## src/pkg/rpt_pkg.sv

```systemverilog
// Purpose: Constants for the root port throttle and hot-plug block
// Assumes: 250 MHz core clock, APB register access
// Notes:   Offsets are byte addresses of 32-bit words
package rpt_pkg;
  localparam int          CLK_MHZ          = 250;
  localparam logic [11:0] OFS_RESTRICT_CFG = 12'h000;
  localparam logic [11:0] OFS_MISC_CFG     = 12'h004;
  localparam logic [11:0] OFS_SLOT_CTL     = 12'h008;
  localparam logic [11:0] OFS_SLOT_STS     = 12'h00c;
  localparam logic [11:0] OFS_SMI_SCI_STS  = 12'h010;
  localparam logic [11:0] OFS_LINK_CAP     = 12'h014;
  localparam logic [11:0] OFS_LINK_STAT    = 12'h018;
  // link_restrict_config fields
  localparam int RC_EN_BIT     = 0;
  localparam int RC_ZONE_LSB   = 8;
  localparam int RC_PERIOD_LSB = 16;
  localparam int RC_MULT_LSB   = 24;
  // misc_port_config fields
  localparam int MC_DEBUG_DEC  = 0;
  localparam int MC_SCI_EN     = 1;
  localparam int MC_SMI_EN     = 2;
  localparam int MC_MSI_EN     = 3;
  // slot control / status fields
  localparam int SC_PRES_IE    = 0;
  localparam int SC_HP_IE      = 1;
  localparam int SC_LINK_IE    = 2;
  localparam int SS_PRES_CHG   = 0;
  localparam int SS_PRES_STATE = 1;
  localparam int SS_LINK_CHG   = 2;
  // smi_sci_status_reg fields
  localparam int SS_SCI        = 0;
  localparam int SS_SMI_PRES   = 1;
  localparam int SS_SMI_LINK   = 2;
  localparam logic [31:0] RESTRICT_CFG_RST = 32'h0000_0000;
  localparam logic [31:0] MISC_CFG_RST     = 32'h0000_0000;
  localparam logic [31:0] SLOT_CTL_RST     = 32'h0000_0000;
  // L1 exit latency field codes in the link capability word
  localparam logic [2:0]  L1_EXIT_NORMAL   = 3'h2;
  localparam logic [2:0]  L1_EXIT_10US     = 3'h6;
  localparam int          L1_EXIT_LSB      = 15;
  localparam int          L0S_SUP_BIT      = 10;
  // Time base of the zone and window counts
  localparam int          TICK_NS          = 1000;
  localparam int          TICK_CYCLES      = TICK_NS * CLK_MHZ / 1000;
  localparam int          RESPONSE_US      = 100;
  // Link power states seen by the timers
  localparam logic [1:0]  LNK_ACTIVE       = 2'h0;
  localparam logic [1:0]  LNK_L1           = 2'h1;
  localparam logic [1:0]  LNK_L23RDY       = 2'h2;
  localparam logic [1:0]  LNK_DOWN         = 2'h3;
  // Lane configurations
  localparam logic [1:0]  LANE_1X4         = 2'h0;
  localparam logic [1:0]  LANE_2X1_1X2     = 2'h1;
endpackage

```

## src/logic/rpt_port_ctrl.sv

```systemverilog
// Purpose: Link throttling, debug-port claim and slot events of a port
// Assumes: All inputs synchronous to clock; APB slave, zero wait state
// Notes:   Throttle timers count in microsecond ticks
//
// Design decisions made here: the register offsets and the APB register port.
`timescale 1ns/10ps
module rpt_port_ctrl #(
  parameter int LANES = 4
) (
  input  wire logic        clock,
  input  wire logic        rst_n,
  input  wire logic        psel,
  input  wire logic        penable,
  input  wire logic        pwrite,
  input  wire logic [11:0] paddr,
  input  wire logic [31:0] pwdata,
  output logic      [31:0] prdata,
  output logic             pready,
  output logic             pslverr,
  input  wire logic [3:0]  severityIn,
  input  wire logic [1:0]  linkState,
  output logic             blockRequests,
  output logic             holdCredits,
  input  wire logic        ioReq,
  input  wire logic [15:0] ioAddr,
  output logic             debugClaim,
  input  wire logic        presenceIn,
  input  wire logic        linkActiveIn,
  input  wire logic        separate_refclk_mode,
  output logic             l0sAllowed,
  output logic             lowSkipAllowed,
  input  wire logic [LANES-1:0] rxPolarityBad,
  input  wire logic        trainingActive,
  output logic [LANES-1:0] rxInvert,
  input  wire logic        reverseReq,
  input  wire logic [1:0]  laneConfig,
  output logic [1:0]       laneMap [LANES],
  output logic             slotIrqLevel,
  output logic             slotMsiPulse,
  output logic             system_mgmt_interrupt_out
);
  import rpt_pkg::*;

  if (LANES != 4) begin : g_lanes_check
    $error("rpt_port_ctrl serves four lanes only");
  end

  typedef struct packed {
    logic [31:0]      rcfg;
    logic [31:0]      mcfg;
    logic [31:0]      sctl;
    logic             presState;
    logic             presChg;
    logic             linkChg;
    logic             sciSts;
    logic             smiPres;
    logic             smiLink;
    logic             presSeen;
    logic             linkSeen;
    logic [3:0]       sevSeen;
    logic             enSeen;
    logic             wasL1;
    logic [7:0]       tick;
    logic [15:0]      winCnt;
    logic             irqSeen;
    logic             msiPulse;
    logic [31:0]      rdata;
    logic             claim;
    logic [LANES-1:0] inv;
    logic             reversed;
  } rpt_state_s;

  rpt_state_s state_reg, state_next;

  function automatic logic [1:0] sevLevel(input logic [3:0] sev);
    sevLevel = 2'h0;
    for (int i = 0; i < 4; i++) begin
      if (sev[i]) sevLevel = 2'(i);
    end
  endfunction

  logic        apbWr;
  logic        apbRd;
  logic        throttleEn;
  logic [1:0]  lvl;
  logic [15:0] zoneLen;
  logic [15:0] winLen;
  logic        inZone;
  logic        timersRun;
  logic        presEvt;
  logic        linkEvt;
  logic        w1cSlot;
  logic        w1cSmi;
  logic        irqNow;

  assign apbWr      = psel && penable && pwrite;
  assign apbRd      = psel && !pwrite;
  assign throttleEn = state_reg.rcfg[RC_EN_BIT];
  assign lvl        = sevLevel(severityIn);
  assign zoneLen    = 16'(state_reg.rcfg[RC_ZONE_LSB +: 8]
                      * state_reg.rcfg[RC_MULT_LSB + 2*lvl +: 2]);
  assign winLen     = {8'h00, state_reg.rcfg[RC_PERIOD_LSB +: 8]};
  assign timersRun  = (linkState == LNK_ACTIVE);
  assign inZone     = throttleEn && (state_reg.winCnt < zoneLen);
  assign presEvt    = presenceIn != state_reg.presSeen;
  assign linkEvt    = linkActiveIn != state_reg.linkSeen;
  assign w1cSlot    = apbWr && paddr == OFS_SLOT_STS;
  assign w1cSmi     = apbWr && paddr == OFS_SMI_SCI_STS;

  ////////////////////////////////////////////////////////////////////////////
  always_comb begin
    state_next          = state_reg;
    state_next.msiPulse = 1'b0;
    state_next.claim    = 1'b0;
    // Register writes
    if (apbWr && paddr == OFS_RESTRICT_CFG) begin
      state_next.rcfg = pwdata;
    end else if (apbWr && paddr == OFS_MISC_CFG) begin
      state_next.mcfg = pwdata;
    end else if (apbWr && paddr == OFS_SLOT_CTL) begin
      state_next.sctl = pwdata;
    end
    // Throttle window timing
    state_next.sevSeen = severityIn;
    state_next.enSeen  = throttleEn;
    state_next.wasL1   = (linkState == LNK_L1);
    if (!throttleEn) begin
      state_next.winCnt = 16'h0000;
      state_next.tick   = 8'h00;
    end else if ((severityIn != state_reg.sevSeen) || !state_reg.enSeen
                 || (state_reg.wasL1 && linkState != LNK_L1)) begin
      state_next.winCnt = 16'h0000;
      state_next.tick   = 8'h00;
    end else if (timersRun) begin
      if (state_reg.tick == 8'(TICK_CYCLES - 1)) begin
        state_next.tick = 8'h00;
        if (state_reg.winCnt + 16'h0001 >= winLen) begin
          state_next.winCnt = 16'h0000;
        end else begin
          state_next.winCnt = state_reg.winCnt + 16'h0001;
        end
      end else begin
        state_next.tick = state_reg.tick + 8'h01;
      end
    end
    // Slot events: set wins over a write-one clear
    state_next.presSeen = presenceIn;
    state_next.linkSeen = linkActiveIn;
    if (w1cSlot && pwdata[SS_PRES_CHG]) state_next.presChg = 1'b0;
    if (w1cSlot && pwdata[SS_LINK_CHG]) state_next.linkChg = 1'b0;
    if (w1cSmi && pwdata[SS_SCI])       state_next.sciSts  = 1'b0;
    if (w1cSmi && pwdata[SS_SMI_PRES])  state_next.smiPres = 1'b0;
    if (w1cSmi && pwdata[SS_SMI_LINK])  state_next.smiLink = 1'b0;
    if (presEvt) begin
      state_next.presState = presenceIn;
      state_next.presChg   = 1'b1;
      if (state_reg.mcfg[MC_SMI_EN]) state_next.smiPres = 1'b1;
    end
    if (linkEvt) begin
      state_next.linkChg = 1'b1;
      if (state_reg.mcfg[MC_SMI_EN]) state_next.smiLink = 1'b1;
    end
    if (state_reg.mcfg[MC_SCI_EN] && state_reg.sctl[SC_HP_IE]
        && ((presEvt && state_reg.sctl[SC_PRES_IE])
         || (linkEvt && state_reg.sctl[SC_LINK_IE]))) begin
      state_next.sciSts = 1'b1;
    end
    // Message on each new rise of pending interrupt
    state_next.irqSeen = irqNow;
    if (irqNow && !state_reg.irqSeen && state_reg.mcfg[MC_MSI_EN]) begin
      state_next.msiPulse = 1'b1;
    end
    // Debug port claim, base/limit not consulted
    if (ioReq && state_reg.mcfg[MC_DEBUG_DEC]
        && ioAddr >= 16'h0080 && ioAddr <= 16'h008f) begin
      state_next.claim = 1'b1;
    end
    // Polarity learned per lane during training
    for (int i = 0; i < LANES; i++) begin
      if (trainingActive && rxPolarityBad[i]) begin
        state_next.inv[i] = !state_reg.inv[i];
      end
    end
    if (trainingActive) begin
      state_next.reversed = reverseReq
        && (laneConfig == LANE_1X4 || laneConfig == LANE_2X1_1X2);
    end
    // Read data
    state_next.rdata = 32'h0000_0000;
    if (apbRd) begin
      if (paddr == OFS_RESTRICT_CFG) begin
        state_next.rdata = state_reg.rcfg;
      end else if (paddr == OFS_MISC_CFG) begin
        state_next.rdata = state_reg.mcfg;
      end else if (paddr == OFS_SLOT_CTL) begin
        state_next.rdata = state_reg.sctl;
      end else if (paddr == OFS_SLOT_STS) begin
        state_next.rdata[SS_PRES_CHG]   = state_reg.presChg;
        state_next.rdata[SS_PRES_STATE] = state_reg.presState;
        state_next.rdata[SS_LINK_CHG]   = state_reg.linkChg;
      end else if (paddr == OFS_SMI_SCI_STS) begin
        state_next.rdata[SS_SCI]      = state_reg.sciSts;
        state_next.rdata[SS_SMI_PRES] = state_reg.smiPres;
        state_next.rdata[SS_SMI_LINK] = state_reg.smiLink;
      end else if (paddr == OFS_LINK_CAP) begin
        state_next.rdata[L1_EXIT_LSB +: 3] = separate_refclk_mode
          ? L1_EXIT_10US : L1_EXIT_NORMAL;
        state_next.rdata[L0S_SUP_BIT] = !separate_refclk_mode;
      end else if (paddr == OFS_LINK_STAT) begin
        state_next.rdata[15:0] = state_reg.winCnt;
        state_next.rdata[16]   = inZone;
        state_next.rdata[17]   = state_reg.reversed;
        state_next.rdata[18 +: LANES] = state_reg.inv;
      end
    end
  end

  always_ff @(posedge clock or negedge rst_n) begin
    if (!rst_n) begin
      state_reg      <= '0;
      state_reg.rcfg <= RESTRICT_CFG_RST;
      state_reg.mcfg <= MISC_CFG_RST;
      state_reg.sctl <= SLOT_CTL_RST;
    end else begin
      state_reg <= state_next;
    end
  end

  ////////////////////////////////////////////////////////////////////////////
  // Level stays up while any enabled status bit is pending
  assign irqNow = state_reg.sctl[SC_HP_IE]
    && ((state_reg.presChg && state_reg.sctl[SC_PRES_IE])
     || (state_reg.linkChg && state_reg.sctl[SC_LINK_IE]));

  // Setup cycle fetches read data, so access completes with no wait
  assign pready  = 1'b1;
  assign pslverr = 1'b0;
  assign prdata  = state_reg.rdata;

  assign blockRequests  = inZone;
  assign holdCredits    = inZone;
  assign slotIrqLevel   = irqNow && !state_reg.mcfg[MC_MSI_EN];
  assign slotMsiPulse   = state_reg.msiPulse;
  assign debugClaim     = state_reg.claim;
  assign l0sAllowed     = !separate_refclk_mode;
  assign lowSkipAllowed = 1'b0;
  assign rxInvert       = state_reg.inv;
  assign system_mgmt_interrupt_out =
    state_reg.smiPres || state_reg.smiLink;

  // Reversal mirrors lane i onto lane LANES-1-i
  for (genvar g = 0; g < LANES; g++) begin : g_map
    assign laneMap[g] = state_reg.reversed ? 2'(LANES - 1 - g) : 2'(g);
  end
endmodule // rpt_port_ctrl

```

## config.mk

```make
export PLATFORM = sky130hd
export DESIGN_NAME = rpt_port_ctrl
export DESIGN_NICKNAME = d
export VERILOG_FILES = /design/src/pkg/rpt_pkg.sv /design/src/logic/rpt_port_ctrl.sv
export SDC_FILE = /design/constraint.sdc
export NUM_CORES = 1
export LEC_CHECK = 0
export ABC_AREA = 1
export BUFFER_PORTS_ARGS = -buffer_cell sky130_fd_sc_hd__buf_2
export CORE_MARGIN = 2
export CORE_UTILIZATION = 35
export CTS_CLUSTER_SIZE = 8
export DETAILED_ROUTE_END_ITERATION = 16
export SLEW_MARGIN = 25
export SYNTH_ARGS = -nofsm -noshare
export SYNTH_HDL_FRONTEND = slang
export SYNTH_SLANG_ARGS = --single-unit
export TNS_END_PERCENT = 100
```

## constraint.sdc

```tcl
create_clock -name clock -period 4.84 [get_ports clock]
set_input_delay 0.968 -clock clock [delete_from_list [all_inputs] [get_ports clock]]
set_output_delay 0.968 -clock clock [all_outputs]
set_load 0.03 [all_outputs]
```

==> implementation parameters <==
Parameter                              Value

Worst setup path
  Ordered cell list for the critical path ... buf_8, buf_4, nor2_4, a21oi_2, o21ai_1, nand2_2, buf_6, nor2_2, ha_1, a21oi_1, and2_4, nor2_2, o21ai_1, nand2_1, buf_6, xnor2_2, ha_1, nand2_1, nor2_1, a211oi_1, nand2_1, a21boi_4, buf_6
  Crit path max fanout ... 3
  Crit-path slowest cell ... ha_1
  Cell family contributing the most delay on the critical path ... compound AO/OA/AOI/OAI gates
  RR Startpoint ... state_reg[172]
  Critical path startpoint category ... input port
  Class of the most critical setup path ... in -> out
  Worst EP required ... 3870 ps
  Largest incremental delay on the critical path ... 310 ps
  Critical Path AT ... 4010 ps
  Setup crit start ... severityIn[2]
  Count of buffer and inverter cells on the critical path ... 5
  Critical Path End Type ... output pin

Routing
  Vias per std cell ... 4.85
  Met3 wire len ... 1210 um
  Sum of routed wire length over all layers ... 23600 um
  Count of routing violations after the opening detailed-route iteration ... 578
  Top metal layer carrying routed signals ... met4
  Pre-antenna DRT Iters ... 8
  Post-route ant nets ... 0
  Met2 WL post-DR ... 11100 um
  Via total after detailed routing ... 7373
  Wire length the detailed router placed on met1 ... 11000 um
  Detailed-route wire length per cell ... 15.6 um
  Total DRC errors in the routed layout ... 0

Die
  Full die area ... 26900 um^2
  Starting utilization of the core area ... 35.6%
  Row count ... 58
  Area inside the core boundary ... 25200 um^2
  Number of top-level pins ... 137
  X dimension of the die ... 164 um
  Die Y-Extent ... 164 um

Placement
  HPWL after detailed placement ... 16300 um
  Global placer's final weighted congestion ... 0.884
  Post-placement worst setup slack ... -213 ps
  Number of I/O port buffers ... 128
  Instance count after placement with tap cells included ... 1471

Final layout
  Filler instances ... 2519
  Antenna fix cells ... 0
  Synthesis-to-finish area growth ... 18.3%
  Fraction of final layout cells sized beyond drive strength 1 ... 20.4%
  Finished Layout Cells ... 1519
  Flip-flop count of the largest register after layout ... 135
  Final layout net count ... 1287

Timing
  Setup Total Neg Slack ... -276 ps
  Transition time at the pin with the least slew margin ... 878 ps
  Hold Slack ... 400 ps
  Relative max-transition margin ... 41.3%
  Final Cycle Share ... 103%
  Final setup slack of the worst path ... -138 ps
  RSZ-0062 raised after global routing ... yes
  Worst clock skew on the final layout ... 20.5 ps
  Slew Limit Fails ... 0
  Highest clock frequency the design can meet ... 201 MHz
  Number of setup violations in the final report ... 2
  Number of failing hold endpoints at the final stage ... 0
  Minimum clock period ... 4980 ps

CTS
  Number of buffers inserted during clock tree synthesis ... 17
  Clk slew on worst S/H paths ... 70 ps
  CTS H-tree lvls ... 4
  Library cell used as clock root buffer ... clkbuf_16
  TritonCTS clock tree ... built
  Cts-stage hold buffer count ... 0
  Number of clock sinks ... 174
  Clk_lat worst skew ... 430 ps
  Buffer levels on the longest clock path ... 2

Yosys
  Post-synthesis instance total ... 1073
  Average instance area after synthesis ... 8.36 um^2
  Register bit total from synthesis ... 174
  Syn Std Cell Area ... 8970 um^2
  Count of warnings emitted by yosys ... 0
  Post-synthesis cell type count ... 47
  Post-synthesis sequential area ratio ... 48.5%

Run status
  Violated checks ... negative setup slack
  Status ... finished, violations left

Global route
  Pin count of the biggest net entering global routing ... 175
  Sum of overflow across all layers after global routing ... 0
  Total global routing track utilization ... 18.2%
  Vias in the first global route ... 7115
  First-pass GRT wire length ... 37800 um
  Number of antenna violations at the first check in global routing ... 0

Power and ir drop
  Fraction of power consumed by sequential logic ... 48.3%
  Power density of the placed cells ... 290 nW/um^2
  Largest voltage drop on the vdd net ... 0.171 mV
  Leakage power of the design ... 0.00530 uW
  Internal power summed over all cells ... 2310 uW
  Clock Power Share ... 43.9%
  Fraction of power consumed by combinational cells ... 7.8%
  Net switching share of the total power ... 25.0%
  Switching power total ... 770 uW

Min path
  Beginning of the worst hold path ... state_reg[39]
  Worst hold-check path type ... reg -> reg

Job
  Max-capacitance violation count ... 0
-- cell families (layout without fill, tap and decap cells) --
| kind of cell | count (synthesis) | count (layout) | synth area share (%) |
|---|---|---|---|
| buffers and inverters | 242 | 357 | 12.4 |
| and+or+nand+nor | 365 | 365 | 17.4 |
| adders and majority gates | 28 | 28 | 3.99 |
| other | 2 | 3 | 0.0837 |
| xor gates and xnor gates | 23 | 23 | 2.25 |
| DFF | 174 | 174 | 48.5 |
| AOI/OAI and AO/OA | 239 | 239 | 15.4 |
-- power by group through the flow --
stage	logic [uW]	clock network [uW]	registers, uW
4_1_cts	240	1390	1490
2_1_floorplan	147	0	1510
3_5_place_dp	230	0	1520
5_1_grt	266	1440	1490
6_report	239	1350	1490
3_3_place_gp	229	0	1520
-- path summary, 6_finish.rpt --
check	slack [ps]	cells after the start	endpoint
worst max-delay path	-140	23	holdCredits
worst min-delay path	400	1	slotMsiPulse
worst max register to register	660	33	prdata[16]
worst min register to register	400	1	slotMsiPulse
max in group asynchronous	3460	3	state_reg[150]
min in group asynchronous	480	2	prdata[30]
-- stage by stage --
step	cell area (um^2)	utilization [%]	power, uW
after detailed placement	9750	38.7	1750
after CTS	10500	41.8	3110
final	10600	42.2	3080
after global placement	9750	38.7	1740
after global routing	10600	42.2	3200
after floorplan	9000	-	1660
-- final cells by class --
| class | instances | area, um^2 | share of cell area (%) |
|---|---|---|---|
| multi-input cells | 658 | 3620 | 34.1 |
| inverters | 158 | 606 | 5.70 |
| well taps | 330 | 413 | 3.89 |
| clock buffers | 22 | 474 | 4.47 |
| flip-flops and latches | 174 | 4350 | 41.0 |
| clock inverters | 10 | 105 | 0.990 |
| repair buffers | 167 | 1040 | 9.78 |
-- layout by cell type, fill, tap and decap left out, types with 5 or more instances in the layout --
master and n:
a21oi_1 42, a221oi_1 5, buf_2 122, buf_4 32, buf_6 8, clkbuf_16 17
dfrtp_1 174, ha_1 26, inv_1 154, nand2_1 210, nand2_2 10, nand2_4 5
nand3_1 31, nand4_1 10, nor2_1 61, nor2_2 7, nor3_1 9, nor4_1 6
o211ai_1 23, o21ai_0 131, o311ai_0 15, xor2_1 18
-- metal layers --
metal	up-vias	track usage, %
met5	-	0
met4	0	4.94
met3	21	3.28
met2	219	29.4
met1	3485	25.2
li1	3648	-
-- timing repair --
| action | in CTS | in global routing |
|---|---|---|
| gates cloned | 0 | 0 |
| setup buffers | 13 | 2 |
| setup endpoints to repair | 2 | 2 |
| pin swaps | 21 | 26 |
| resized for setup | 35 | 13 |
-- cell usage after synthesis (all sizes together) --
master / instances / area [um^2]
nand2: 225 / 865
dfrtp: 174 / 4350
inv: 158 / 596
o21ai: 134 / 671
nor2: 69 / 262
buf: 55 / 409
a21oi: 46 / 230
nand3: 34 / 180
clkbuf: 29 / 109
ha: 27 / 338
o211ai: 23 / 173
xor2: 18 / 158
o311ai: 15 / 131
nor3: 13 / 91.3
nand4: 10 / 62.6
nor4: 7 / 43.8
a221oi: 5 / 43.8
xnor2: 5 / 43.8
a21boi: 2 / 15.0
a221o: 2 / 20.0
a31oi: 2 / 12.5
and3: 2 / 12.5
conb: 2 / 7.51
nand3b: 2 / 15.0
o2111ai: 2 / 17.5
o21bai: 2 / 15.0
a211oi: 1 / 7.51
a21o: 1 / 7.51
a22o: 1 / 8.76
and2: 1 / 6.26
fa: 1 / 20.0
nor3b: 1 / 12.5
nor4b: 1 / 8.76
o221ai: 1 / 8.76
o31ai: 1 / 7.51
o32ai: 1 / 8.76
Power figures use the tool's default switching activity.
